### src/inc/pit_pkg.sv
/*
  Constants and types for the preset interval timer core.
  Assumes a 10 MHz system clock and pins already synchronised by the core.
*/
package pit_pkg;

  localparam int unsigned CLK_HZ          = 10000000;
  localparam int unsigned PV_W            = 24;
  localparam logic [23:0] PV_ZERO         = 24'h000000;
  // Reset-to-output-off delay targets for the two input widths.
  localparam int unsigned RST_DLY_FAST_US = 1000;
  localparam int unsigned RST_DLY_SLOW_US = 20000;
  localparam int unsigned RST_FAST_CYC    = RST_DLY_FAST_US * (CLK_HZ / 1000000);
  localparam int unsigned RST_SLOW_CYC    = RST_DLY_SLOW_US * (CLK_HZ / 1000000);
  localparam int unsigned FILT_W          = 18;
  // Half-period of the blink of the time-unit indicators (the lamp toggles every BLINK_MS).
  localparam int unsigned BLINK_MS        = 500;
  localparam int unsigned BLINK_CYC       = BLINK_MS * (CLK_HZ / 1000);
  localparam int unsigned BLINK_W         = 23;

  // Output modes: signal on delay, power on delay, interval, cumulative, start-stop.
  typedef enum logic [2:0] {
    PIT_MODE_SIG_DLY  = 3'h0,
    PIT_MODE_PWR_DLY  = 3'h1,
    PIT_MODE_INTERVAL = 3'h2,
    PIT_MODE_CUMUL    = 3'h3,
    PIT_MODE_STSP     = 3'h4
  } pit_mode_e;

  typedef enum logic [1:0] {
    PIT_ST_IDLE = 2'h0,
    PIT_ST_RUN  = 2'h1,
    PIT_ST_DONE = 2'h3
  } pit_state_e;

endpackage

### src/verilog/pit_core.sv
/*
  Preset interval timer core: start, reset, gate inputs, control output,
  reset and time-unit indicators.
  Assumes pins come from outside the clock domain, and that tick is a one-cycle
  pulse from on-chip timebase logic, one per least unit of the chosen range.
*/
// Notes on behaviour
// RQ1: Start input begins timing in ordinary modes.
// RQ2: Power-on-delay modes: start inhibits timing.
// RQ3: Start-stop mode: start level runs timing.
// RQ4: Reset loads zero up, set value down.
// RQ5: While reset held: no counting, output off. The code does this only once the reset-width filter accepts reset.
// RQ6: Reset indicator lit exactly while reset active.
// RQ7: Gate freezes timing; reset still executes.
// RQ8: Output switches per mode at set value.
// RQ9: Fast variant: output off within reset window.
// RQ10: Minute/hour ranges blink unit indicators while timing.
// RQ11: Reset key acts like reset input.
// RQ12: Count direction up elapsed, down remaining.
// RQ13: One least unit per timebase tick.
`timescale 1ns/1ps
`default_nettype none
module pit_core
  import pit_pkg::*;
(
  // Clock and reset.
  input  wire logic            clock,
  input  wire logic            nrst,
  // Configuration and timebase.
  input  wire logic [2:0]      mode,
  input  wire logic            count_down,
  input  wire logic            coarse_range,
  input  wire logic            width_fast,
  input  wire logic [PV_W-1:0] set_value,
  input  wire logic            tick,
  // Pins and front-panel key.
  input  wire logic            start_pin,
  input  wire logic            reset_pin,
  input  wire logic            gate_pin,
  input  wire logic            reset_key,
  // Outputs.
  output logic [PV_W-1:0]      present_value,
  output logic                 ctrl_out,
  output logic                 reset_led,
  output logic                 unit_led
);

  // ==========================================================================
  // Input synchronisers and reset-width filter
  // ==========================================================================
  logic [3:0] sync1_r;
  logic [3:0] sync2_r;
  logic       start_prev_r;
  logic [FILT_W-1:0] filt_r;
  logic       rst_q_r;

  always_ff @(posedge clock) begin
    if (!nrst) begin
      sync1_r      <= 4'h0;
      sync2_r      <= 4'h0;
      start_prev_r <= 1'b0;
    end else begin
      sync1_r      <= {reset_key, gate_pin, reset_pin, start_pin};
      sync2_r      <= sync1_r;
      start_prev_r <= sync2_r[0];
    end
  end

  wire start_s   = sync2_r[0];
  wire gate_s    = sync2_r[2];
  wire rst_raw   = sync2_r[1] | sync2_r[3]; // RQ11
  wire start_rise = start_s & ~start_prev_r;
  // Reset must stand for the selected minimum width before it is accepted;
  // this sets the reset-to-output-off delay of the fast variant.
  wire [FILT_W-1:0] filt_lim = width_fast ? FILT_W'(RST_FAST_CYC - 1) : FILT_W'(RST_SLOW_CYC - 1);

  always_ff @(posedge clock) begin
    if (!nrst) begin
      filt_r  <= '0;
      rst_q_r <= 1'b0;
    end else if (!rst_raw) begin
      filt_r  <= '0;
      rst_q_r <= 1'b0;
    end else if (filt_r >= filt_lim) begin
      rst_q_r <= 1'b1; // RQ9
    end else begin
      filt_r  <= filt_r + FILT_W'(1);
    end
  end

  wire rst_act = rst_q_r;

  // ==========================================================================
  // Timing state
  // ==========================================================================
  pit_state_e state_r;
  pit_state_e state_nxt;
  logic [PV_W-1:0] pv_r;
  logic [PV_W-1:0] pv_nxt;
  logic            out_r;
  logic            out_nxt;

  wire pit_mode_e md      = pit_mode_e'(mode);
  wire is_pwr    = (md == PIT_MODE_PWR_DLY);
  wire is_stsp   = (md == PIT_MODE_STSP);
  wire [PV_W-1:0] pv_home = count_down ? set_value : PV_ZERO; // RQ4 RQ12
  wire [PV_W-1:0] pv_goal = count_down ? PV_ZERO : set_value;
  wire at_goal   = (pv_r == pv_goal);
  // Power-on delay runs from reset release unless start inhibits it.
  wire run_ok    = is_pwr ? ~start_s : (is_stsp ? start_s : 1'b1); // RQ1 RQ2 RQ3
  wire advance   = (state_r == PIT_ST_RUN) & run_ok & ~gate_s & tick & ~at_goal; // RQ7 RQ13
  wire begin_run = is_pwr | is_stsp ? 1'b1 : start_rise; // RQ1

  always_comb begin
    state_nxt = state_r;
    pv_nxt    = pv_r;
    out_nxt   = out_r;
    case (state_r)
      PIT_ST_IDLE: begin
        if (begin_run) begin
          state_nxt = PIT_ST_RUN;
          out_nxt   = (md == PIT_MODE_INTERVAL);
        end
      end
      PIT_ST_RUN: begin
        if (advance) begin
          pv_nxt = count_down ? pv_r - PV_W'(1) : pv_r + PV_W'(1);
        end
        if (at_goal) begin
          state_nxt = PIT_ST_DONE;
          out_nxt   = (md != PIT_MODE_INTERVAL); // RQ8
        end
      end
      PIT_ST_DONE: begin
        if (start_rise && md == PIT_MODE_SIG_DLY) begin
          // A fresh start restarts the delay from home.
          pv_nxt    = pv_home;
          out_nxt   = 1'b0;
          state_nxt = PIT_ST_RUN;
        end
      end
      default: state_nxt = PIT_ST_IDLE;
    endcase
    if (rst_act) begin
      state_nxt = PIT_ST_IDLE; // RQ5 RQ7
      pv_nxt    = pv_home;     // RQ4
      out_nxt   = 1'b0;        // RQ5
    end
  end

  always_ff @(posedge clock) begin
    if (!nrst) begin
      state_r <= PIT_ST_IDLE;
      pv_r    <= PV_ZERO;
      out_r   <= 1'b0;
    end else begin
      state_r <= state_nxt;
      pv_r    <= pv_nxt;
      out_r   <= out_nxt;
    end
  end

  // ==========================================================================
  // Indicators
  // ==========================================================================
  logic [BLINK_W-1:0] blink_cnt_r;
  logic               blink_r;
  logic               rled_r;
  wire timing = (state_r == PIT_ST_RUN) & run_ok & ~gate_s & ~rst_act;

  always_ff @(posedge clock) begin
    if (!nrst) begin
      blink_cnt_r <= '0;
      blink_r     <= 1'b0;
      rled_r      <= 1'b0;
    end else begin
      rled_r <= rst_raw; // RQ6
      if (!timing) begin
        blink_cnt_r <= '0;
        blink_r     <= 1'b0;
      end else if (blink_cnt_r == BLINK_W'(BLINK_CYC - 1)) begin
        blink_cnt_r <= '0;
        blink_r     <= ~blink_r; // RQ10
      end else begin
        blink_cnt_r <= blink_cnt_r + BLINK_W'(1);
      end
    end
  end

  assign present_value = pv_r;
  assign ctrl_out      = out_r;
  assign reset_led     = rled_r;
  // Fine ranges keep the unit lamp steady; coarse ranges blink it.
  assign unit_led      = coarse_range ? ~blink_r : 1'b1;

  // ==========================================================================
  // Checks
  // ==========================================================================
  reset_out_off_a: assert property (@(posedge clock) disable iff (!nrst) // RQ5
    rst_act |=> !ctrl_out)
    else $error("control output on during reset");

  reset_load_a: assert property (@(posedge clock) disable iff (!nrst) // RQ4
    rst_act |=> (present_value == $past(pv_home)))
    else $error("reset did not load home value");

  reset_led_a: assert property (@(posedge clock) disable iff (!nrst) // RQ6
    rst_raw |=> reset_led)
    else $error("reset lamp dark during reset");

  gate_freeze_a: assert property (@(posedge clock) disable iff (!nrst) // RQ7
    (gate_s && !rst_act) |=> $stable(present_value))
    else $error("value moved while gated");

  pwr_inhibit_a: assert property (@(posedge clock) disable iff (!nrst) // RQ2
    (is_pwr && start_s && !rst_act) |=> $stable(present_value))
    else $error("power delay ran while inhibited");

  stsp_hold_a: assert property (@(posedge clock) disable iff (!nrst) // RQ3
    (is_stsp && !start_s && !rst_act) |=> $stable(present_value))
    else $error("start-stop ran while stopped");

  step_one_a: assert property (@(posedge clock) disable iff (!nrst) // RQ13
    (advance && !rst_act && !count_down) |=> (present_value == $past(pv_r) + PV_W'(1)))
    else $error("count step not one unit");

  goal_out_a: assert property (@(posedge clock) disable iff (!nrst) // RQ8
    (state_r == PIT_ST_RUN && at_goal && !rst_act && md == PIT_MODE_SIG_DLY) |=> ctrl_out)
    else $error("output not on at set value");

  fast_reset_a: assert property (@(posedge clock) disable iff (!nrst) // RQ9
    (width_fast && rst_raw && filt_r == filt_lim) |=> ##1 !ctrl_out)
    else $error("fast reset delay missed");

  sig_start_a: assert property (@(posedge clock) disable iff (!nrst) // RQ1
    (state_r == PIT_ST_IDLE && md == PIT_MODE_SIG_DLY && start_rise && !rst_act) |=> state_r == PIT_ST_RUN)
    else $error("start did not begin timing");

  led_dark_a: assert property (@(posedge clock) disable iff (!nrst) // RQ6
    !rst_raw |=> !reset_led)
    else $error("reset lamp lit without reset");

  unit_steady_a: assert property (@(posedge clock) disable iff (!nrst) // RQ10
    !timing |=> unit_led)
    else $error("unit lamp dark while not timing");

endmodule
`default_nettype wire

### config.mk
export PLATFORM = sky130hd
export DESIGN_NAME = pit_core
export DESIGN_NICKNAME = d
export VERILOG_FILES = /design/src/inc/pit_pkg.sv /design/src/verilog/pit_core.sv
export SDC_FILE = /design/constraint.sdc
export NUM_CORES = 1
export LEC_CHECK = 0
export ABC_AREA = 1
export BUFFER_PORTS_ARGS = -buffer_cell sky130_fd_sc_hd__buf_2
export CORE_ASPECT_RATIO = 1.5
export CORE_MARGIN = 3
export CORE_UTILIZATION = 45
export DETAILED_ROUTE_END_ITERATION = 6
export PLACE_DENSITY = 0.71
export SYNTH_ARGS = -nofsm -noshare
export SYNTH_HDL_FRONTEND = slang
export SYNTH_SLANG_ARGS = --single-unit
### constraint.sdc
create_clock -name clock -period 1.8 [get_ports clock]
set_input_delay 0.27 -clock clock [delete_from_list [all_inputs] [get_ports clock]]
set_output_delay 0.27 -clock clock [all_outputs]
set_load 0.02 [all_outputs]
Word level (Yosys, flattened, before mapping)

Cells that the tools add are included.

Register bits after elaboration: 80
Bits of input ports: 37
Output and inout port bits: 27

$add $sub $neg: 4
Magnitude comparators: 1
Equal/unequal tests: 13
Mux-type cells: 20
Bitwise logic cells: 16
Reduce and logical (&&, ||, !) cells: 12

Operator list:

| kind                  | count |
|---|---|
| $mux 24               | 6 |
| $pmux 24 s2           | 1 |
| $add 24x1->24 const B | 1 |
| $eq 24x24->1          | 1 |
| $sub 24x1->24 const B | 1 |
| $add 23x1->23 const B | 1 |
| $eq 23x23->1 const B  | 1 |
| $add 18x1->18 const B | 1 |
| $ge 18x18->1          | 1 |
| $mux 18               | 1 |
| $not 1->1             | 8 |
| $mux 1                | 7 |
| $and 1x1->1           | 6 |
| $mux 2                | 3 |
| $ne 2x2->1 const B    | 3 |
| $ne 3x3->1 const B    | 2 |
| $pmux 2 s3            | 1 |
| $reduce_and 3->1      | 2 |
| $reduce_bool 3->1     | 2 |
| $reduce_and 2->1      | 2 |
| $reduce_and 4->1      | 1 |
| $eq 3x1->1 const B    | 1 |
| $eq 3x2->1 const B    | 1 |
| $eq 3x3->1 const B    | 1 |
| 10 further kinds      | 11 |

Logic depth before layout (Yosys ltp)

Word-level depth: 10
Gate-level depth with buffers: 16
Depth with buffers taken out: 14

Least setup slack after synthesis

Ideal clock, no wire load.

Path type: reg-to-reg
Start: register pv_r[0], in the netlist present_value[0]
End: register pv_r[16], in the netlist present_value[16]
Library setup time: 0.111 ns
Arrival time: 1.791 ns
Required time: 1.689 ns
Setup slack: -0.102 ns
Cell stages (with the launch flop): 15
Buffers on the path: 0
Clock period less this slack: 1.902 ns
Cell sequence: dfxtp_1 > inv_1 > fa_1 > inv_1 > nand3_1 > nand3_1 > nand2_1 > nand2_1 > nand3_1 > nand2_1 > nand2_1 > nand3_1 > nand2_1 > nor2_1 > nor2_1

Cells in the longest elaborated chain, start to end: 5

RTL lines:

| what                                        | line                             | RTL |
|---|---|---|
| start, declared                             | pit_core.sv:98                   | `logic [PV_W-1:0] pv_r;` |
| start signal, assigned                      | pit_core.sv:158                  | `pv_r <= pv_nxt;` |
| $add 24x1->24 (tied with other cells)       | pit_core.sv:127                  | `pv_nxt = count_down ? pv_r - PV_W'(1) : pv_r + PV_W'(1);` |
| $mux 24 or $not 1->1 (tied branches)        | pit_core.sv:127, pit_core.sv:111 |  |
| $mux 24 or $and 1x1->1 (tied branches)      | pit_core.sv:126, pit_core.sv:111 |  |
| $pmux 24 s2 or $ne 3x3->1 (tied branches)   | -                                |  |
| $mux 24 or $reduce_and 3->1 (tied branches) | -                                |  |

Parallel ways exist; a longest one is shown, timed or not. The select of a mux whose other input is x is not followed.
A chain may end at the register's enable or synchronous reset.

Final worst setup path

Start: register pv_r[6], in the netlist present_value[6]
End: register pv_r[7], in the netlist present_value[7]

Same word-level chain as after synthesis.

==> out/qor.txt <==
outcome: complete, but fails checks
failing checks: setup timing
GRT Total Usage: 23.0%
YS warnings: 0
Die Height: 149 um
P_int: 0.00356 W
type of the most critical hold path: in2reg
total grt overflow: 0
Leakage: 4.13 nW
#FFs+latches synth: 80
Site Rows: 51
pin count of the biggest net entering global routing: 27
Yosys cell types: 33
Tcrit/Tclk final: 102%
CP max stage cell: dfxtp_4
max incr delay on CP: 0.36 ns
NumNets Final: 1,281
Syn Inst Count: 1,047
critical path required time: 2.03 ns
via count: 7,136
share of the synthesized area in the top cell type: 26.3%
Max VDD drop: 0.439 mV
Cell Area, Synth: 6090 um^2
Seq pwr share: 35.8%
crit-path cells: ha_4, nand2_4, inv_1, a21oi_2, nand2_2, o21ai_0, a21oi_1, a21oi_1, nand2_1, nand2_1, nor2_1
Clk Latency, worst-skew pair: 0.34 ns
power per cell area: 624 nW/um^2
area of the die: 15,000 um^2
unrepaired setup endpoints after global routing: true
final setup vio count: 1
clk slew on worst S/H paths: 0.06 ns
most frequent cells in the layout: nand2_1, inv_1, nor2_1
Fillers: 1,153
wire per inst: 13.3 um
post-DR vias/cell: 5.19
Initial DRC Count: 299
Worst Setup Start Kind: flip-flop
Final Hold Slack: 0.119 ns
initial core utilization: 46.3%
total routed wirelength: 18,300 um
commonest non-fill, non-tap cell in the layout: nand2_1
CTS tree: built
Synth area leader: dfxtp_1
Max-slew headroom: 72.7%
layout cells sized above 1: 29.4%
initial antenna violation count: 0
IO Port Bufs: 63
antenna viol nets, final: 0
CTS H-tree depth: 3
Fin. Hold Viols: 0
fmax: 547 MHz
Synth area leaders: dfxtp_1, nand2_1, inv_1, nor2_1, nand3_1
first-pass GRT wire length: 28,400 um
ant diodes: 0
sw frac: 33.4%
PnR worst setup slack: -0.0286 ns
vias in the first global route: 6,573
Min Clock Period, post-route: 1.83 ns
Top Ports: 64
Largest delay share family, worst path: compound AO/OA/AOI/OAI gates
core area: 13,100 um^2
Clock Sinks: 80
Layout Skew: 0.0102 ns
Max Cap Violations: 0
HPWL after DPL: 13,100 um
crit path buf inv count: 1
Root Buffer Master: clkbuf_16
Switch Pwr: 0.00178 W
Slew Limit Fails: 0
slew at the pin closest to its max-slew limit: 0.405 ns
Area growth syn-to-layout: 40.5%
sequential area share after synthesis: 26.3%
clock buffer count from CTS: 9
CP arrival: 2.06 ns
Setup CP Type: reg2reg
DRT Pass-1 Iters: 4
Horiz. Die Dim: 101 um
net count after synthesis: 1,116
Gate power share: 31.8%
worst slack at placement: -0.428 ns
Clk pwr share: 32.4%
endpoint kind of the worst setup timing path: flip-flop
crit path max fanout: 5
gpl congestion: 0.980
Mean Syn Cell Area: 5.82 um^2
clock buffer depth: 2
Residual DRC: 0
-- sequential cells by signal (all words and copies together) (netlist names) --
signal         cells
sync1_r            4
start_prev_r       1
rst_act            1
ctrl_out           1
filt_r            18
present_value     24
blink_r            1
state_r            2
blink_cnt_r       23
reset_led          1
sync2_r            4
-- cell type report --
| cell class | count | area, um^2 | area share, % |
|---|---|---|---|
| clock buffers | 11 | 243 | 2.84 |
| clock inverters | 4 | 30.0 | 0.351 |
| inverters | 146 | 554 | 6.47 |
| multi-input cells | 797 | 4570 | 53.4 |
| flip-flops and latches | 80 | 1650 | 19.3 |
| well taps | 159 | 199 | 2.32 |
| repair buffers | 178 | 1310 | 15.3 |
-- final timing paths --
path	start	to	slack, ns	depth (start not counted)
max	present_value[6]$_SDFFE_PN0P_	present_value[7]$_SDFFE_PN0P_	-0.03	11
min	gate_pin	sync1_r[2]$_SDFF_PN0_	0.12	3
max reg2reg	present_value[6]$_SDFFE_PN0P_	present_value[7]$_SDFFE_PN0P_	-0.03	11
min reg2reg	sync1_r[1]$_SDFF_PN0_	sync2_r[1]$_SDFF_PN0_	0.41	2
-- metrics by stage --
stage               cells  power [W]  area (um^2)  util, %  setup TNS [ns]
finish               1375    0.00534         8560     65.1         -0.0286
global route         1375    0.00564         8560     65.1           -1.03
CTS                  1366    0.00511         7850     59.7               0
detailed placement   1348    0.00327         7340     55.8          -10.18
global placement     1348    0.00326         7340     55.8           -8.44
floorplan            1047    0.00274         6100        -               0
-- metal layers --
metal,track usage [%],up-vias,share of wire (%)
met2,42.9,188,54
met4,11.1,0,4.1
li1,-,3662,-
met3,2.67,64,4.2
met5,0,-,0
met1,25.1,3222,38
-- power by group through the flow --
stage                     combinational, W  clock (W)  sequential [W]
after floorplan                   0.000759          0         0.00198
after global placement             0.00133          0         0.00193
after detailed placement           0.00135          0         0.00193
after CTS                          0.00143    0.00178         0.00190
after global routing               0.00187    0.00185         0.00192
final                              0.00170    0.00173         0.00191
-- cell families (layout without fill, tap and decap cells) --
group,count (synthesis),count (layout),synth area share (%)
adders and majority gates,32,32,6.70
AOI/OAI and AO/OA,97,97,8.22
DFF,80,80,26.3
buffers and inverters,170,339,11.0
xor gates and xnor gates,17,17,2.44
and+or+nand+nor,651,651,45.3
-- synthesized netlist by cell type --
master / count
a21oi_1: 55
a22oi_1: 1
and2_0: 1
and2_1: 3
and3_1: 2
buf_1: 1
buf_2: 4
buf_6: 4
clkbuf_1: 15
clkinv_1: 2
dfxtp_1: 80
fa_1: 1
ha_1: 31
inv_1: 142
inv_2: 2
nand2_1: 339
nand2_2: 2
nand3_1: 91
nand3_2: 2
nand3b_1: 13
nand4_1: 20
nor2_1: 138
nor2_2: 1
nor3_1: 26
nor3b_1: 3
nor4_1: 7
o211ai_1: 1
o21a_1: 2
o21ai_0: 36
o21bai_1: 2
or2_2: 3
xnor2_1: 6
xor2_1: 11
-- tightest hold or removal path, cell delays in order --
cell	delay, ns
buf_2	0.07
nand2_1	0.04
inv_1	0.04
-- timing repair --
item                       CTS  global route
gates cloned                 0             1
buffers inserted             3             8
setup endpoints to repair   25            65
pin swaps                    2            49
gates resized for setup     38           178
hold buffers                 0             0
Note: power is estimated with default switching activity, not from simulation.
